==> config.mk <==
export PLATFORM = sky130hd
export DESIGN_NAME = lrse_engine
export DESIGN_NICKNAME = d
export VERILOG_FILES = /design/src/core/lrse_pkg.sv /design/src/core/lrse_engine.sv
export SDC_FILE = /design/constraint.sdc
export NUM_CORES = 2
export LEC_CHECK = 0
export BUFFER_PORTS_ARGS = -buffer_cell sky130_fd_sc_hd__buf_2
export CAP_MARGIN = 10
export CORE_MARGIN = 2
export CORE_UTILIZATION = 35
export CTS_BUF_LIST = sky130_fd_sc_hd__clkbuf_8 sky130_fd_sc_hd__clkbuf_16
export DETAILED_ROUTE_END_ITERATION = 6
export HOLD_SLACK_MARGIN = 0.1
export SYNTH_ARGS = -nofsm -noshare
export SYNTH_HDL_FRONTEND = slang
export SYNTH_SLANG_ARGS = --single-unit
==> constraint.sdc <==
create_clock -name clock_i -period 9.7 [get_ports clock_i]
set_input_delay 1.94 -clock clock_i [delete_from_list [all_inputs] [get_ports clock_i]]
set_output_delay 1.94 -clock clock_i [all_outputs]
set_load 0.005 [all_outputs]
==> src/core/lrse_pkg.sv <==
package lrse_pkg;

    // -------------------------------------------------
    // Sizes
    // -------------------------------------------------
    localparam int NRULE = 16;
    localparam int NTMR  = 4;
    localparam int NCNT  = 4;

    // -------------------------------------------------
    // Timing (125 MHz clock)
    // -------------------------------------------------
    localparam int CLK_MHZ       = 125;
    localparam int CYC_BASE_US   = 600;
    localparam int CYC_RULE_US   = 370;
    localparam int TICK_US       = 1000;
    localparam int CYC_BASE_CLKS = CYC_BASE_US * CLK_MHZ;
    localparam int CYC_RULE_CLKS = CYC_RULE_US * CLK_MHZ;
    localparam int TICK_CLKS     = TICK_US * CLK_MHZ;

    // -------------------------------------------------
    // Register map (byte addresses)
    // -------------------------------------------------
    localparam logic [11:0] A_CTRL   = 12'h000;
    localparam logic [11:0] A_STATUS = 12'h004;
    localparam logic [11:0] A_DI     = 12'h008;
    localparam logic [11:0] A_DO     = 12'h00c;
    localparam logic [11:0] A_FLAGS  = 12'h010;
    localparam logic [11:0] A_TOGGLE = 12'h014;
    localparam logic [11:0] A_TPRE   = 12'h020;
    localparam logic [11:0] A_TVAL   = 12'h030;
    localparam logic [11:0] A_CNT    = 12'h040;
    localparam logic [11:0] A_RULE   = 12'h100;
    localparam logic [11:0] A_MON    = 12'h200;
    localparam logic [11:0] A_MON_END = 12'h240;

    localparam int CTRL_RUN_BIT = 0;
    localparam int CTRL_MON_BIT = 1;

    // -------------------------------------------------
    // Encodings
    // -------------------------------------------------
    localparam logic [1:0] CLS_NONE = 2'h0;
    localparam logic [1:0] CLS_DI   = 2'h1;
    localparam logic [1:0] CLS_FLAG = 2'h2;
    localparam logic [1:0] CLS_TMR  = 2'h3;

    localparam logic [1:0] OP_AND  = 2'h0;
    localparam logic [1:0] OP_OR   = 2'h1;
    localparam logic [1:0] OP_NAND = 2'h2;
    localparam logic [1:0] OP_NOR  = 2'h3;

    localparam logic [1:0] ACT_DO   = 2'h0;
    localparam logic [1:0] ACT_FLAG = 2'h1;
    localparam logic [1:0] ACT_TMR  = 2'h2;
    localparam logic [1:0] ACT_CNT  = 2'h3;

    typedef struct packed {
        logic       inv;
        logic [1:0] cls;
        logic [3:0] idx;
    } lrse_cond_t;

    typedef struct packed {
        logic [6:0] pad;
        lrse_cond_t c2;
        lrse_cond_t c1;
        lrse_cond_t c0;
        logic [1:0] op;
        logic       chain;
        logic       en;
    } lrse_rule_t;

    typedef struct packed {
        logic [15:0] period;
        logic [8:0]  pad;
        logic        inv;
        logic [3:0]  idx;
        logic [1:0]  kind;
    } lrse_act_t;

    typedef enum logic [2:0] {ST_IDLE, ST_LOGIC, ST_EXEC, ST_OUT, ST_WAIT} lrse_state_t;

endpackage : lrse_pkg

==> src/core/lrse_engine.sv <==
// Contract
// - Host downloads all rule settings first; engine stores them as its project.
// - Run command starts executing the project and status shows running.
// - Monitoring only while running, enabled on host request.
// - Monitoring reports stages reached per rule and present condition values.
// - While monitoring, host may toggle internal flags at runtime.
// - Sixteen rule slots, each enabled or disabled; disabled ones do nothing.
// - Each cycle: logic phase of all, then execution, then output.
// - Outputs and flags update only in output phase; seen next cycle. Host toggle writes change flags at once, in any phase.
// - At most three input conditions per rule.
// - Chain option feeds result only into the immediately following rule.
// - Any rule output may drive a flag read by any rule.
// - Each condition matches true or false level, inverting the input.
// - Execution stage has a repeat interval pacing how often rule acts.
// - Scan cycle about 600 plus 370 times n microseconds.
// - Single rule input-to-output delay below one millisecond.
// - Two rules linked by a flag form a set/reset latch.
// - Chained AND rules drive output high only while all inputs high.
// - Trigger starts timer and first output; later outputs follow timed intervals. Here pacing runs from run start, not from a trigger.
// - Timer runs while result true, stops and clears while false, or reverse.
// - Edge mode counter increments once when result becomes true.
// - Flag used as input and output: written value is next input.
//
// Design decisions made here: the APB slave port and the register addresses.
`timescale 1ns/1ps
module lrse_engine #(
    parameter int CYC_BASE = lrse_pkg::CYC_BASE_CLKS,
    parameter int CYC_RULE = lrse_pkg::CYC_RULE_CLKS,
    parameter int TICK     = lrse_pkg::TICK_CLKS
) (
    // Clock and reset
    input  wire logic        clock_i,
    input  wire logic        rst_n_i,
    // APB slave
    input  wire logic        psel_i,
    input  wire logic        penable_i,
    input  wire logic        pwrite_i,
    input  wire logic [11:0] paddr_i,
    input  wire logic [31:0] pwdata_i,
    output logic      [31:0] prdata_o,
    output logic             pready_o,
    output logic             pslverr_o,
    // Field I/O
    input  wire logic [15:0] di_i,
    output logic      [15:0] do_o,
    output logic             running_o
);
    import lrse_pkg::*;

    // -------------------------------------------------
    // State
    // -------------------------------------------------
    lrse_rule_t  rule_q [NRULE];
    lrse_act_t   act_q  [NRULE];
    logic [15:0] tpre_q [NTMR];
    logic [15:0] tval_q [NTMR];
    logic [15:0] cnt_q  [NCNT];
    logic [7:0]  mon_q  [NRULE];
    logic [NTMR-1:0]  trun_q;
    logic [NTMR-1:0]  tdone;
    logic [NRULE-1:0] res_q;
    logic [NRULE-1:0] go_q;
    logic [NRULE-1:0] prev_q;
    logic [15:0] flags_q;
    logic [15:0] flags_d;
    logic [15:0] do_q;
    logic        run_q;
    logic        mon_q_en;
    logic        mon_act;
    lrse_state_t state_q;
    logic [3:0]  idx_q;
    logic [31:0] cyc_q;
    logic [31:0] cyc_target;
    logic [31:0] tick_cnt_q;
    logic        tick;
    logic [31:0] prdata_q;
    logic        err_q;
    logic [31:0] rd_d;
    logic        err_d;
    logic        acc;
    logic        wr_en;
    logic        start;
    logic        tog_we;
    logic        res_d;
    logic [2:0]  cv_d;
    lrse_rule_t  cur;
    lrse_act_t   cur_act;
    logic        out_fire;
    logic        out_val;

    // -------------------------------------------------
    // APB slave: data latched in setup, zero wait
    // -------------------------------------------------
    assign acc       = psel_i & penable_i;
    assign pready_o  = acc;
    assign pslverr_o = acc & err_q;
    assign prdata_o  = prdata_q;
    assign wr_en     = acc & pwrite_i & ~err_q;

    always_comb begin
        rd_d  = 32'h0000_0000;
        err_d = 1'b0;
        if (paddr_i[1:0] != 2'b00) begin
            err_d = 1'b1;
        end else if (paddr_i >= A_RULE && paddr_i < A_MON) begin
            // Rule and action words are frozen while running; timer presets stay writable
            err_d = pwrite_i & run_q;
            rd_d  = paddr_i[2] ? act_q[paddr_i[6:3]] : rule_q[paddr_i[6:3]];
        end else if (paddr_i >= A_MON && paddr_i < A_MON_END) begin
            err_d = pwrite_i;
            rd_d  = {24'h00_0000, mon_q[paddr_i[5:2]]};
        end else if (paddr_i[11:4] == A_TPRE[11:4]) begin
            rd_d  = {16'h0000, tpre_q[paddr_i[3:2]]};
        end else if (paddr_i[11:4] == A_TVAL[11:4]) begin
            err_d = pwrite_i;
            rd_d  = {16'h0000, tval_q[paddr_i[3:2]]};
        end else if (paddr_i[11:4] == A_CNT[11:4]) begin
            err_d = pwrite_i;
            rd_d  = {16'h0000, cnt_q[paddr_i[3:2]]};
        end else begin
            case (paddr_i)
                A_CTRL:   rd_d = {30'h0000_0000, mon_q_en, run_q};
                A_STATUS: rd_d = {29'h0000_0000, state_q};
                A_DI: begin
                    err_d = pwrite_i;
                    rd_d  = {16'h0000, di_i};
                end
                A_DO: begin
                    err_d = pwrite_i;
                    rd_d  = {16'h0000, do_q};
                end
                A_FLAGS: begin
                    err_d = pwrite_i;
                    rd_d  = {16'h0000, flags_q};
                end
                A_TOGGLE: err_d = ~pwrite_i | ~mon_act;
                default:  err_d = 1'b1;
            endcase
        end
    end

    always_ff @(posedge clock_i) begin
        if (!rst_n_i) begin
            prdata_q <= 32'h0000_0000;
            err_q    <= 1'b0;
        end else if (psel_i && !penable_i) begin
            prdata_q <= rd_d;
            err_q    <= err_d;
        end
    end

    // -------------------------------------------------
    // Project storage
    // -------------------------------------------------
    always_ff @(posedge clock_i) begin
        if (!rst_n_i) begin
            for (int i = 0; i < NRULE; i++) begin
                rule_q[i] <= '0;
                act_q[i]  <= '0;
            end
            for (int t = 0; t < NTMR; t++) begin
                tpre_q[t] <= 16'h0000;
            end
        end else if (wr_en) begin
            if (paddr_i >= A_RULE && paddr_i < A_MON) begin
                if (paddr_i[2]) begin
                    act_q[paddr_i[6:3]]  <= pwdata_i;
                end else begin
                    rule_q[paddr_i[6:3]] <= pwdata_i;
                end
            end else if (paddr_i[11:4] == A_TPRE[11:4]) begin
                tpre_q[paddr_i[3:2]] <= pwdata_i[15:0];
            end
        end
    end

    // -------------------------------------------------
    // Run and monitor control
    // -------------------------------------------------
    assign start   = wr_en && paddr_i == A_CTRL && pwdata_i[CTRL_RUN_BIT] && !run_q;
    assign mon_act = run_q & mon_q_en;
    assign tog_we  = wr_en && paddr_i == A_TOGGLE;
    assign running_o = run_q;

    always_ff @(posedge clock_i) begin
        if (!rst_n_i) begin
            run_q    <= 1'b0;
            mon_q_en <= 1'b0;
        end else if (wr_en && paddr_i == A_CTRL) begin
            run_q    <= pwdata_i[CTRL_RUN_BIT];
            mon_q_en <= pwdata_i[CTRL_MON_BIT] & pwdata_i[CTRL_RUN_BIT];
        end
    end

    // -------------------------------------------------
    // Millisecond tick and scan sequencer
    // -------------------------------------------------
    assign tick = (tick_cnt_q == 32'(TICK - 1));

    always_ff @(posedge clock_i) begin
        if (!rst_n_i || tick) begin
            tick_cnt_q <= 32'h0000_0000;
        end else begin
            tick_cnt_q <= tick_cnt_q + 32'h0000_0001;
        end
    end

    // Cycle length follows the enabled rule count
    assign cyc_target = 32'(CYC_BASE) + 32'(CYC_RULE) * 32'($countones(go_mask()));

    function automatic logic [NRULE-1:0] go_mask();
        logic [NRULE-1:0] m;
        m = '0;
        for (int i = 0; i < NRULE; i++) begin
            m[i] = rule_q[i].en;
        end
        return m;
    endfunction : go_mask

    always_ff @(posedge clock_i) begin
        if (!rst_n_i || !run_q || start) begin
            state_q <= ST_IDLE;
            idx_q   <= 4'h0;
            cyc_q   <= 32'h0000_0000;
        end else begin
            cyc_q <= cyc_q + 32'h0000_0001;
            case (state_q)
                ST_IDLE: state_q <= ST_LOGIC;
                ST_LOGIC, ST_EXEC, ST_OUT: begin
                    idx_q <= idx_q + 4'h1;
                    if (idx_q == 4'hf) begin
                        state_q <= state_q == ST_LOGIC ? ST_EXEC :
                                   state_q == ST_EXEC  ? ST_OUT  : ST_WAIT;
                    end
                end
                ST_WAIT: begin
                    // A one-rule project ends at 970 us, just under the 1 ms budget
                    if (cyc_q >= cyc_target - 32'h0000_0001) begin
                        state_q <= ST_LOGIC;
                        cyc_q   <= 32'h0000_0000;
                    end
                end
                default: state_q <= ST_IDLE;
            endcase
        end
    end

    // -------------------------------------------------
    // Logic phase: three conditions plus chain input
    // -------------------------------------------------
    assign cur     = rule_q[idx_q];
    assign cur_act = act_q[idx_q];

    always_comb begin
        lrse_cond_t c [3];
        logic [3:0] v;
        logic [3:0] u;
        c[0] = cur.c0;
        c[1] = cur.c1;
        c[2] = cur.c2;
        v    = 4'h0;
        u    = 4'h0;
        for (int k = 0; k < 3; k++) begin
            case (c[k].cls)
                CLS_DI:   v[k] = di_i[c[k].idx];
                CLS_FLAG: v[k] = flags_q[c[k].idx];
                CLS_TMR:  v[k] = tdone[c[k].idx[1:0]];
                default:  v[k] = 1'b0;
            endcase
            v[k] = v[k] ^ c[k].inv;
            u[k] = c[k].cls != CLS_NONE;
        end
        // Only the slot just below may chain in
        if (idx_q != 4'h0 && rule_q[idx_q - 4'h1].en && rule_q[idx_q - 4'h1].chain) begin
            v[3] = res_q[idx_q - 4'h1];
            u[3] = 1'b1;
        end
        cv_d = v[2:0];
        case (cur.op)
            OP_AND:  res_d = &(v | ~u);
            OP_OR:   res_d = |(v & u);
            OP_NAND: res_d = ~&(v | ~u);
            OP_NOR:  res_d = ~|(v & u);
            default: res_d = 1'b0;
        endcase
    end

    // -------------------------------------------------
    // Per-rule result, pacing and monitor
    // -------------------------------------------------
    for (genvar g = 0; g < NRULE; g++) begin : g_rule
        logic [15:0] elap_q;
        logic        here;
        assign here = (idx_q == 4'(g)) && rule_q[g].en;

        always_ff @(posedge clock_i) begin
            if (!rst_n_i || start) begin
                res_q[g] <= 1'b0;
            end else if (state_q == ST_LOGIC && here) begin
                res_q[g] <= res_d;
            end
        end

        always_ff @(posedge clock_i) begin
            if (!rst_n_i || start) begin
                elap_q  <= 16'h0000;
                go_q[g] <= 1'b0;
            end else if (state_q == ST_EXEC && here) begin
                // Zero period means every cycle
                if (elap_q >= act_q[g].period) begin
                    go_q[g] <= 1'b1;
                    elap_q  <= 16'h0000;
                end else begin
                    go_q[g] <= 1'b0;
                end
            end else if (tick && elap_q != 16'hffff) begin
                elap_q <= elap_q + 16'h0001;
            end
        end

        always_ff @(posedge clock_i) begin
            if (!rst_n_i || !mon_act) begin
                mon_q[g] <= 8'h00;
            end else if (here) begin
                case (state_q)
                    ST_LOGIC: mon_q[g] <= {1'b0, cv_d, res_d, 3'b001};
                    ST_EXEC:  mon_q[g][1] <= 1'b1;
                    ST_OUT:   mon_q[g][2] <= go_q[g];
                    default:  mon_q[g] <= mon_q[g];
                endcase
            end
        end
    end

    // -------------------------------------------------
    // Output phase actions
    // -------------------------------------------------
    // Chained rules hand their result on instead of acting
    assign out_fire = state_q == ST_OUT && cur.en && go_q[idx_q] && !cur.chain;
    assign out_val  = res_q[idx_q] ^ cur_act.inv;
    assign do_o     = do_q;

    always_ff @(posedge clock_i) begin
        if (!rst_n_i || start) begin
            do_q <= 16'h0000;
        end else if (out_fire && cur_act.kind == ACT_DO) begin
            do_q[cur_act.idx] <= out_val;
        end
    end

    // Toggle applied after rule write so neither is lost
    always_comb begin
        flags_d = flags_q;
        if (out_fire && cur_act.kind == ACT_FLAG) begin
            flags_d[cur_act.idx] = out_val;
        end
        if (tog_we) begin
            flags_d = flags_d ^ pwdata_i[15:0];
        end
    end

    always_ff @(posedge clock_i) begin
        if (!rst_n_i || start) begin
            flags_q <= 16'h0000;
        end else begin
            flags_q <= flags_d;
        end
    end

    always_ff @(posedge clock_i) begin
        if (!rst_n_i || start) begin
            trun_q <= '0;
        end else if (out_fire && cur_act.kind == ACT_TMR) begin
            trun_q[cur_act.idx[1:0]] <= out_val;
        end
    end

    for (genvar t = 0; t < NTMR; t++) begin : g_tmr
        assign tdone[t] = trun_q[t] && tval_q[t] >= tpre_q[t];
        always_ff @(posedge clock_i) begin
            if (!rst_n_i || !trun_q[t]) begin
                tval_q[t] <= 16'h0000;
            end else if (tick && tval_q[t] != 16'hffff) begin
                tval_q[t] <= tval_q[t] + 16'h0001;
            end
        end
    end

    always_ff @(posedge clock_i) begin
        if (!rst_n_i || start) begin
            for (int k = 0; k < NCNT; k++) begin
                cnt_q[k] <= 16'h0000;
            end
            prev_q <= '0;
        end else if (out_fire && cur_act.kind == ACT_CNT) begin
            prev_q[idx_q] <= res_q[idx_q];
            if (cur_act.inv) begin
                if (res_q[idx_q]) begin
                    cnt_q[cur_act.idx[1:0]] <= 16'h0000;
                end
            end else if (res_q[idx_q] && !prev_q[idx_q]) begin
                cnt_q[cur_act.idx[1:0]] <= cnt_q[cur_act.idx[1:0]] + 16'h0001;
            end
        end
    end

    // -------------------------------------------------
    // Assertions
    // -------------------------------------------------
    a_mon_needs_run: assert property (@(posedge clock_i) disable iff (!rst_n_i)
        !run_q |=> mon_q[0] == 8'h00) else $error("monitor shown while stopped");

    a_cfg_write_locked: assert property (@(posedge clock_i) disable iff (!rst_n_i)
        (psel_i && !penable_i && pwrite_i && run_q && paddr_i >= A_RULE && paddr_i < A_MON)
        ##1 (psel_i && penable_i) |-> pslverr_o) else $error("config write not refused");

    a_start_clears: assert property (@(posedge clock_i) disable iff (!rst_n_i)
        start |=> (flags_q == 16'h0000 && do_q == 16'h0000 && cnt_q[0] == 16'h0000))
        else $error("start did not clear state");

    a_run_begins: assert property (@(posedge clock_i) disable iff (!rst_n_i)
        start |=> run_q && state_q == ST_IDLE ##1 state_q == ST_LOGIC)
        else $error("run did not begin scan");

    a_phase_order: assert property (@(posedge clock_i) disable iff (!rst_n_i || !run_q)
        (run_q && state_q == ST_LOGIC && idx_q == 4'hf && !start) |=>
        (state_q == ST_EXEC && idx_q == 4'h0)[*1] ##16 state_q == ST_OUT)
        else $error("phase order broken");

    a_flag_only_out: assert property (@(posedge clock_i) disable iff (!rst_n_i)
        (flags_q != $past(flags_q) && !$past(start) && !$past(tog_we)) |->
        $past(state_q) == ST_OUT) else $error("flag changed outside output phase");

    a_toggle_flags: assert property (@(posedge clock_i) disable iff (!rst_n_i)
        (tog_we && !out_fire && !start) |=> flags_q == ($past(flags_q) ^ $past(pwdata_i[15:0])))
        else $error("flag toggle not applied");

    a_disabled_quiet: assert property (@(posedge clock_i) disable iff (!rst_n_i)
        (state_q == ST_OUT && !cur.en && !start) |=> do_q == $past(do_q))
        else $error("disabled rule changed output");

    a_timer_clear: assert property (@(posedge clock_i) disable iff (!rst_n_i)
        !trun_q[0] |=> tval_q[0] == 16'h0000) else $error("stopped timer not cleared");

    a_edge_once: assert property (@(posedge clock_i) disable iff (!rst_n_i)
        (cnt_q[0] != $past(cnt_q[0]) && cnt_q[0] != 16'h0000) |->
        cnt_q[0] == $past(cnt_q[0]) + 16'h0001) else $error("counter jumped");

endmodule : lrse_engine

==> out/summary.md <==
The via count of the first global-routing pass was 68.5k; the via count was 70.6k. The cell area that synthesis handed to floorplanning was 99100 µm². Of the total power, the clock network draws 41.2%. The number of setup violations in the final report is 0, and the count of distinct cell types in the synthesized netlist is 100.

Across every metal layer, demand over resource in global routing totals 22.1%. Final hold analysis gives a worst-case slack of 0.452 ns. Setup repair after global routing left no endpoint under its margin. Yosys printed 0 warnings. For the worst setup path, the data arrival time is 9.71 ns. The cell total after placement was 12.0k; the post-CTS setup-driven buffer insertion count was 0.

The final hold violation count was 0; the layout overhead on the synthesized area was 11.5%. After layout, the design draws a total of 18.7 mW. Peak ir drop on the vdd network: 0.196 mV. The critical path in this run is classified as register to register. The logs give 195 for the number of core rows and 116 for the number of top-level design ports. The number of max-cap violations was 0; the maximum number of pins on one net before global-route repair was 131. For the final routed database, the setup TNS stands at 0 ns. The number of synthesized register bits was 1778; the maximum count of clock buffers along a single path was 3. The first TritonRoute pass finished after 7 iterations. After synthesis, flip-flops and latches occupy 49.3% of the total area. The clock sink count is 1778, and the total CTS buffers is 197. For this run, asynchronously set or reset flops after synthesis account for 0%.

The overall die area was 287000 µm²; the number of enable-type register cells in the synthesized netlist was 1327. For the internal power, the log shows 13.8 mW. The floorplan die height came out at 536 µm. In this run the standard cell core region covers 282000 µm².

Of the cells placed in the final design, the portion with a size suffix greater than 1 is 14.9%. The final cycle utilization of the critical path was 92.8%; the gate count after technology mapping was 8538. The tightest slew margin relative to the limit came out at 18.4%.

The class of the tightest hold or removal check is register to register. Sequential cells account for 44.7% of the total power. Global routing finished with a remaining overflow of 0. The first global-routing pass estimated 470 mm of wire.

Of the total power, the share spent switching nets is 26.4%. Maximum fanout along the worst path: 32. The run finished, with violations left. Of the total power, combinational logic draws 14.1%. The clock tree synthesis step divided the H-tree into 4 levels.

The initial antenna violation count was 29. The worst setup path is launched from a register. The count of pins over their slew limit was 0. Cell at the slowest stage of the critical path: sky130_fd_sc_hd__o31ai_1. The most frequent cell on the critical path was sky130_fd_sc_hd__fa_1. The final layout contains 8917 nets. After detailed routing, the average wire length per cell comes to 26.3 µm.

The run gives 4.94 mW as the switching power total. For this design the static power due to leakage is 41.8 nW. The run gives 111 MHz as the maximum clock frequency. TritonCTS built the clock tree. Clock skew on the completed layout was measured at 0.0611 ns.

The average footprint of a synthesized cell works out to 11.6 µm². The run gives 0.914 as the routability congestion estimate. The half-perimeter wire length after placement came out at 220 mm. The initial DRC count was 8214. In this design, the stage delay of the slowest critical-path cell is 0.63 ns.

The number of antenna-violating nets in the routed design came out at 0. The run gives 10.41 ns as the required arrival time at the worst endpoint. Counting I/O delays and the setup requirement, the final critical path takes 9.00 ns. For the pin with the worst max-slew slack, the measured transition is 1.22 ns.

Clock-pin slew was measured on the worst setup and hold paths at 0.06 ns. The total power divided by cell area was 170 nW/µm²; the effective utilization at floorplan was 35.1%. The DRC violation count after routing came out at 1. The most used flip-flop cell after synthesis is sky130_fd_sc_hd__edfxtp_1. The family with the most delay on the worst path was adder cells. The logs give 324 mm for the total wire length after detailed routing and 0.88 ns for the later-pin clock latency in the skew report. The checks that failed: design-rule violations.

The master cell of the clock root buffer is sky130_fd_sc_hd__clkbuf_16. After detailed routing, the number of vias per cell comes to 5.72. Measured along the x axis, the die boundary spans 536 µm. Critical path capture point type: a register. The final instance count without filler cells was 12.3k; the sum of buffers and inverters on the critical path was 4. Buffers placed on the I/O ports in this run total 115.

The tools report the number of nets in the synthesized netlist as 9028.
## cells by family (layout without fill, tap and decap cells)
family,Yosys count,after routing,synth area share [%]
and+or+nand+nor,3269,3269,17.2
DFF,1778,1778,49.3
AOI/OAI and AO/OA,1070,1070,6.92
buffers and inverters,1009,1067,4.00
muxes,729,729,14.8
adders and majority gates,425,425,5.49
xor gates and xnor gates,258,258,2.29
other,0,8,0
## tightest hold or removal path, delay by kind of cell (launching register included)
family,cells,cell delay (ns)
simple gates,1,0.05
flops,1,0.31
compound gates,1,0.05
## cell usage in the layout, fill, tap and decap left out, drive strengths merged, types with 18 or more instances in the layout
cell,count
edfxtp,1327
and2,1024
nor2,680
nand2,591
mux4,581
inv,513
dfxtp,451
ha,409
a21oi,343
nand3,266
o21ai,247
buf,239
clkbuf,212
and3,175
a21o,145
xor2,137
mux2i,134
xnor2,121
nor3,115
nand2b,101
clkinv,72
nand4,57
or3,50
nor2b,44
o21a,41
a211oi,41
a31oi,38
or2,37
a311oi,35
nand3b,31
nor4,31
and4,28
bufinv,22
a221oi,21
o211ai,18
## stage by stage
stage	worst slack, ns	utilization, %	instance area, µm²
floorplan	1.70	-	99100
global placement	0.548	36.8	104000
detailed placement	0.493	36.8	104000
CTS	0.446	39.2	110000
global route	0.0406	39.2	110000
finish	0.699	39.2	110000
## state kept, by name, summed over array words and instances, names as in the netlist, 16 cells and up, named ones only
register / flops
mon_q: 112
tick_cnt_q: 32
flags_q: 16
g_rule.elap_q: 256
do_o: 16
cnt_q: 64
rule_q: 512
go_q: 16
prdata_o: 32
tval_q: 64
prev_q: 16
act_q: 512
res_q: 16
cyc_q: 32
tpre_q: 64
## path summary, 6_finish.rpt
| path | slack [ns] | cells past startpoint | end | from |
|---|---|---|---|---|
| worst max-delay path | 0.70 | 31 | cyc_q[12] | rule_q[10][0] |
| worst min-delay path | 0.45 | 2 | prdata_o[4] | prdata_o[4] |
| worst max register to register | 0.70 | 31 | cyc_q[12] | rule_q[10][0] |
| worst min register to register | 0.45 | 2 | prdata_o[4] | prdata_o[4] |
## power by group through the flow
stage | clock (mW) | combinational (mW) | sequential [mW]
CTS | 7.81 | 2.66 | 8.38
floorplan | 0 | 1.93 | 8.51
global placement | 0 | 2.68 | 8.53
finish | 7.72 | 2.64 | 8.39
detailed placement | 0 | 2.65 | 8.55
global route | 8.09 | 2.93 | 8.40
## cell type report
cell class | instances | area (µm²)
flip-flops and latches | 1778 | 48900
well taps | 3743 | 4680
repair buffers | 239 | 1620
fillers | 26731 | 172000
diodes | 8 | 20.0
clock inverters | 156 | 1430
inverters | 460 | 1730
clock buffers | 212 | 5200
multi-input cells | 5751 | 46900
## per-layer routing
| metal | up-vias | global-route usage, % | routed length, µm |
|---|---|---|---|
| met4 | 20 | 9.55 | 15200 |
| met5 | - | 0 | 123 |
| met3 | 654 | 4.51 | 30800 |
| met1 | 35567 | 29.4 | 130000 |
| met2 | 3470 | 35.1 | 148000 |
| li1 | 30880 | - | - |
## repair_timing
item | 4_1_cts | 5_1_grt
gates resized for setup | 0 | 1
endpoints found under the hold margin | 0 | 0
hold buffers | 0 | 0
setup endpoints to repair | 0 | 32
## Yosys cell counts (15+ instances only)
cell type,n,area share (%)
sky130_fd_sc_hd__and4_1,28,0.25
sky130_fd_sc_hd__nor2_1,668,2.5
sky130_fd_sc_hd__nand3_1,266,1.3
sky130_fd_sc_hd__or3_1,49,0.31
sky130_fd_sc_hd__edfxtp_1,1327,40
sky130_fd_sc_hd__nand3b_1,31,0.23
sky130_fd_sc_hd__nor3_1,115,0.58
sky130_fd_sc_hd__a211oi_1,40,0.30
sky130_fd_sc_hd__mux2i_1,127,1.3
sky130_fd_sc_hd__nor2b_1,44,0.28
sky130_fd_sc_hd__a22o_1,15,0.13
sky130_fd_sc_hd__a21o_1,145,1.1
sky130_fd_sc_hd__xor2_1,136,1.2
sky130_fd_sc_hd__mux4_2,569,13
sky130_fd_sc_hd__buf_1,60,0.23
sky130_fd_sc_hd__buf_2,34,0.17
sky130_fd_sc_hd__nor4_1,31,0.20
sky130_fd_sc_hd__and3_1,175,1.1
sky130_fd_sc_hd__a31oi_1,38,0.24
sky130_fd_sc_hd__dfxtp_1,451,9.1
sky130_fd_sc_hd__fa_1,16,0.32
sky130_fd_sc_hd__xnor2_1,120,1.1
sky130_fd_sc_hd__nand2_1,590,2.2
sky130_fd_sc_hd__clkbuf_1,441,1.7
sky130_fd_sc_hd__a221oi_1,15,0.13
sky130_fd_sc_hd__nand4_1,57,0.36
sky130_fd_sc_hd__o21ai_0,243,1.2
sky130_fd_sc_hd__a21oi_1,341,1.7
sky130_fd_sc_hd__o211ai_1,18,0.14
sky130_fd_sc_hd__nand2b_1,101,0.64
sky130_fd_sc_hd__ha_1,409,5.2
sky130_fd_sc_hd__o31ai_1,15,0.11
sky130_fd_sc_hd__and2_1,1024,6.5
sky130_fd_sc_hd__or2_2,36,0.23
sky130_fd_sc_hd__a311oi_1,35,0.31
sky130_fd_sc_hd__o21a_1,41,0.31
sky130_fd_sc_hd__inv_1,456,1.7
Note: power is estimated with default switching activity, not from simulation.
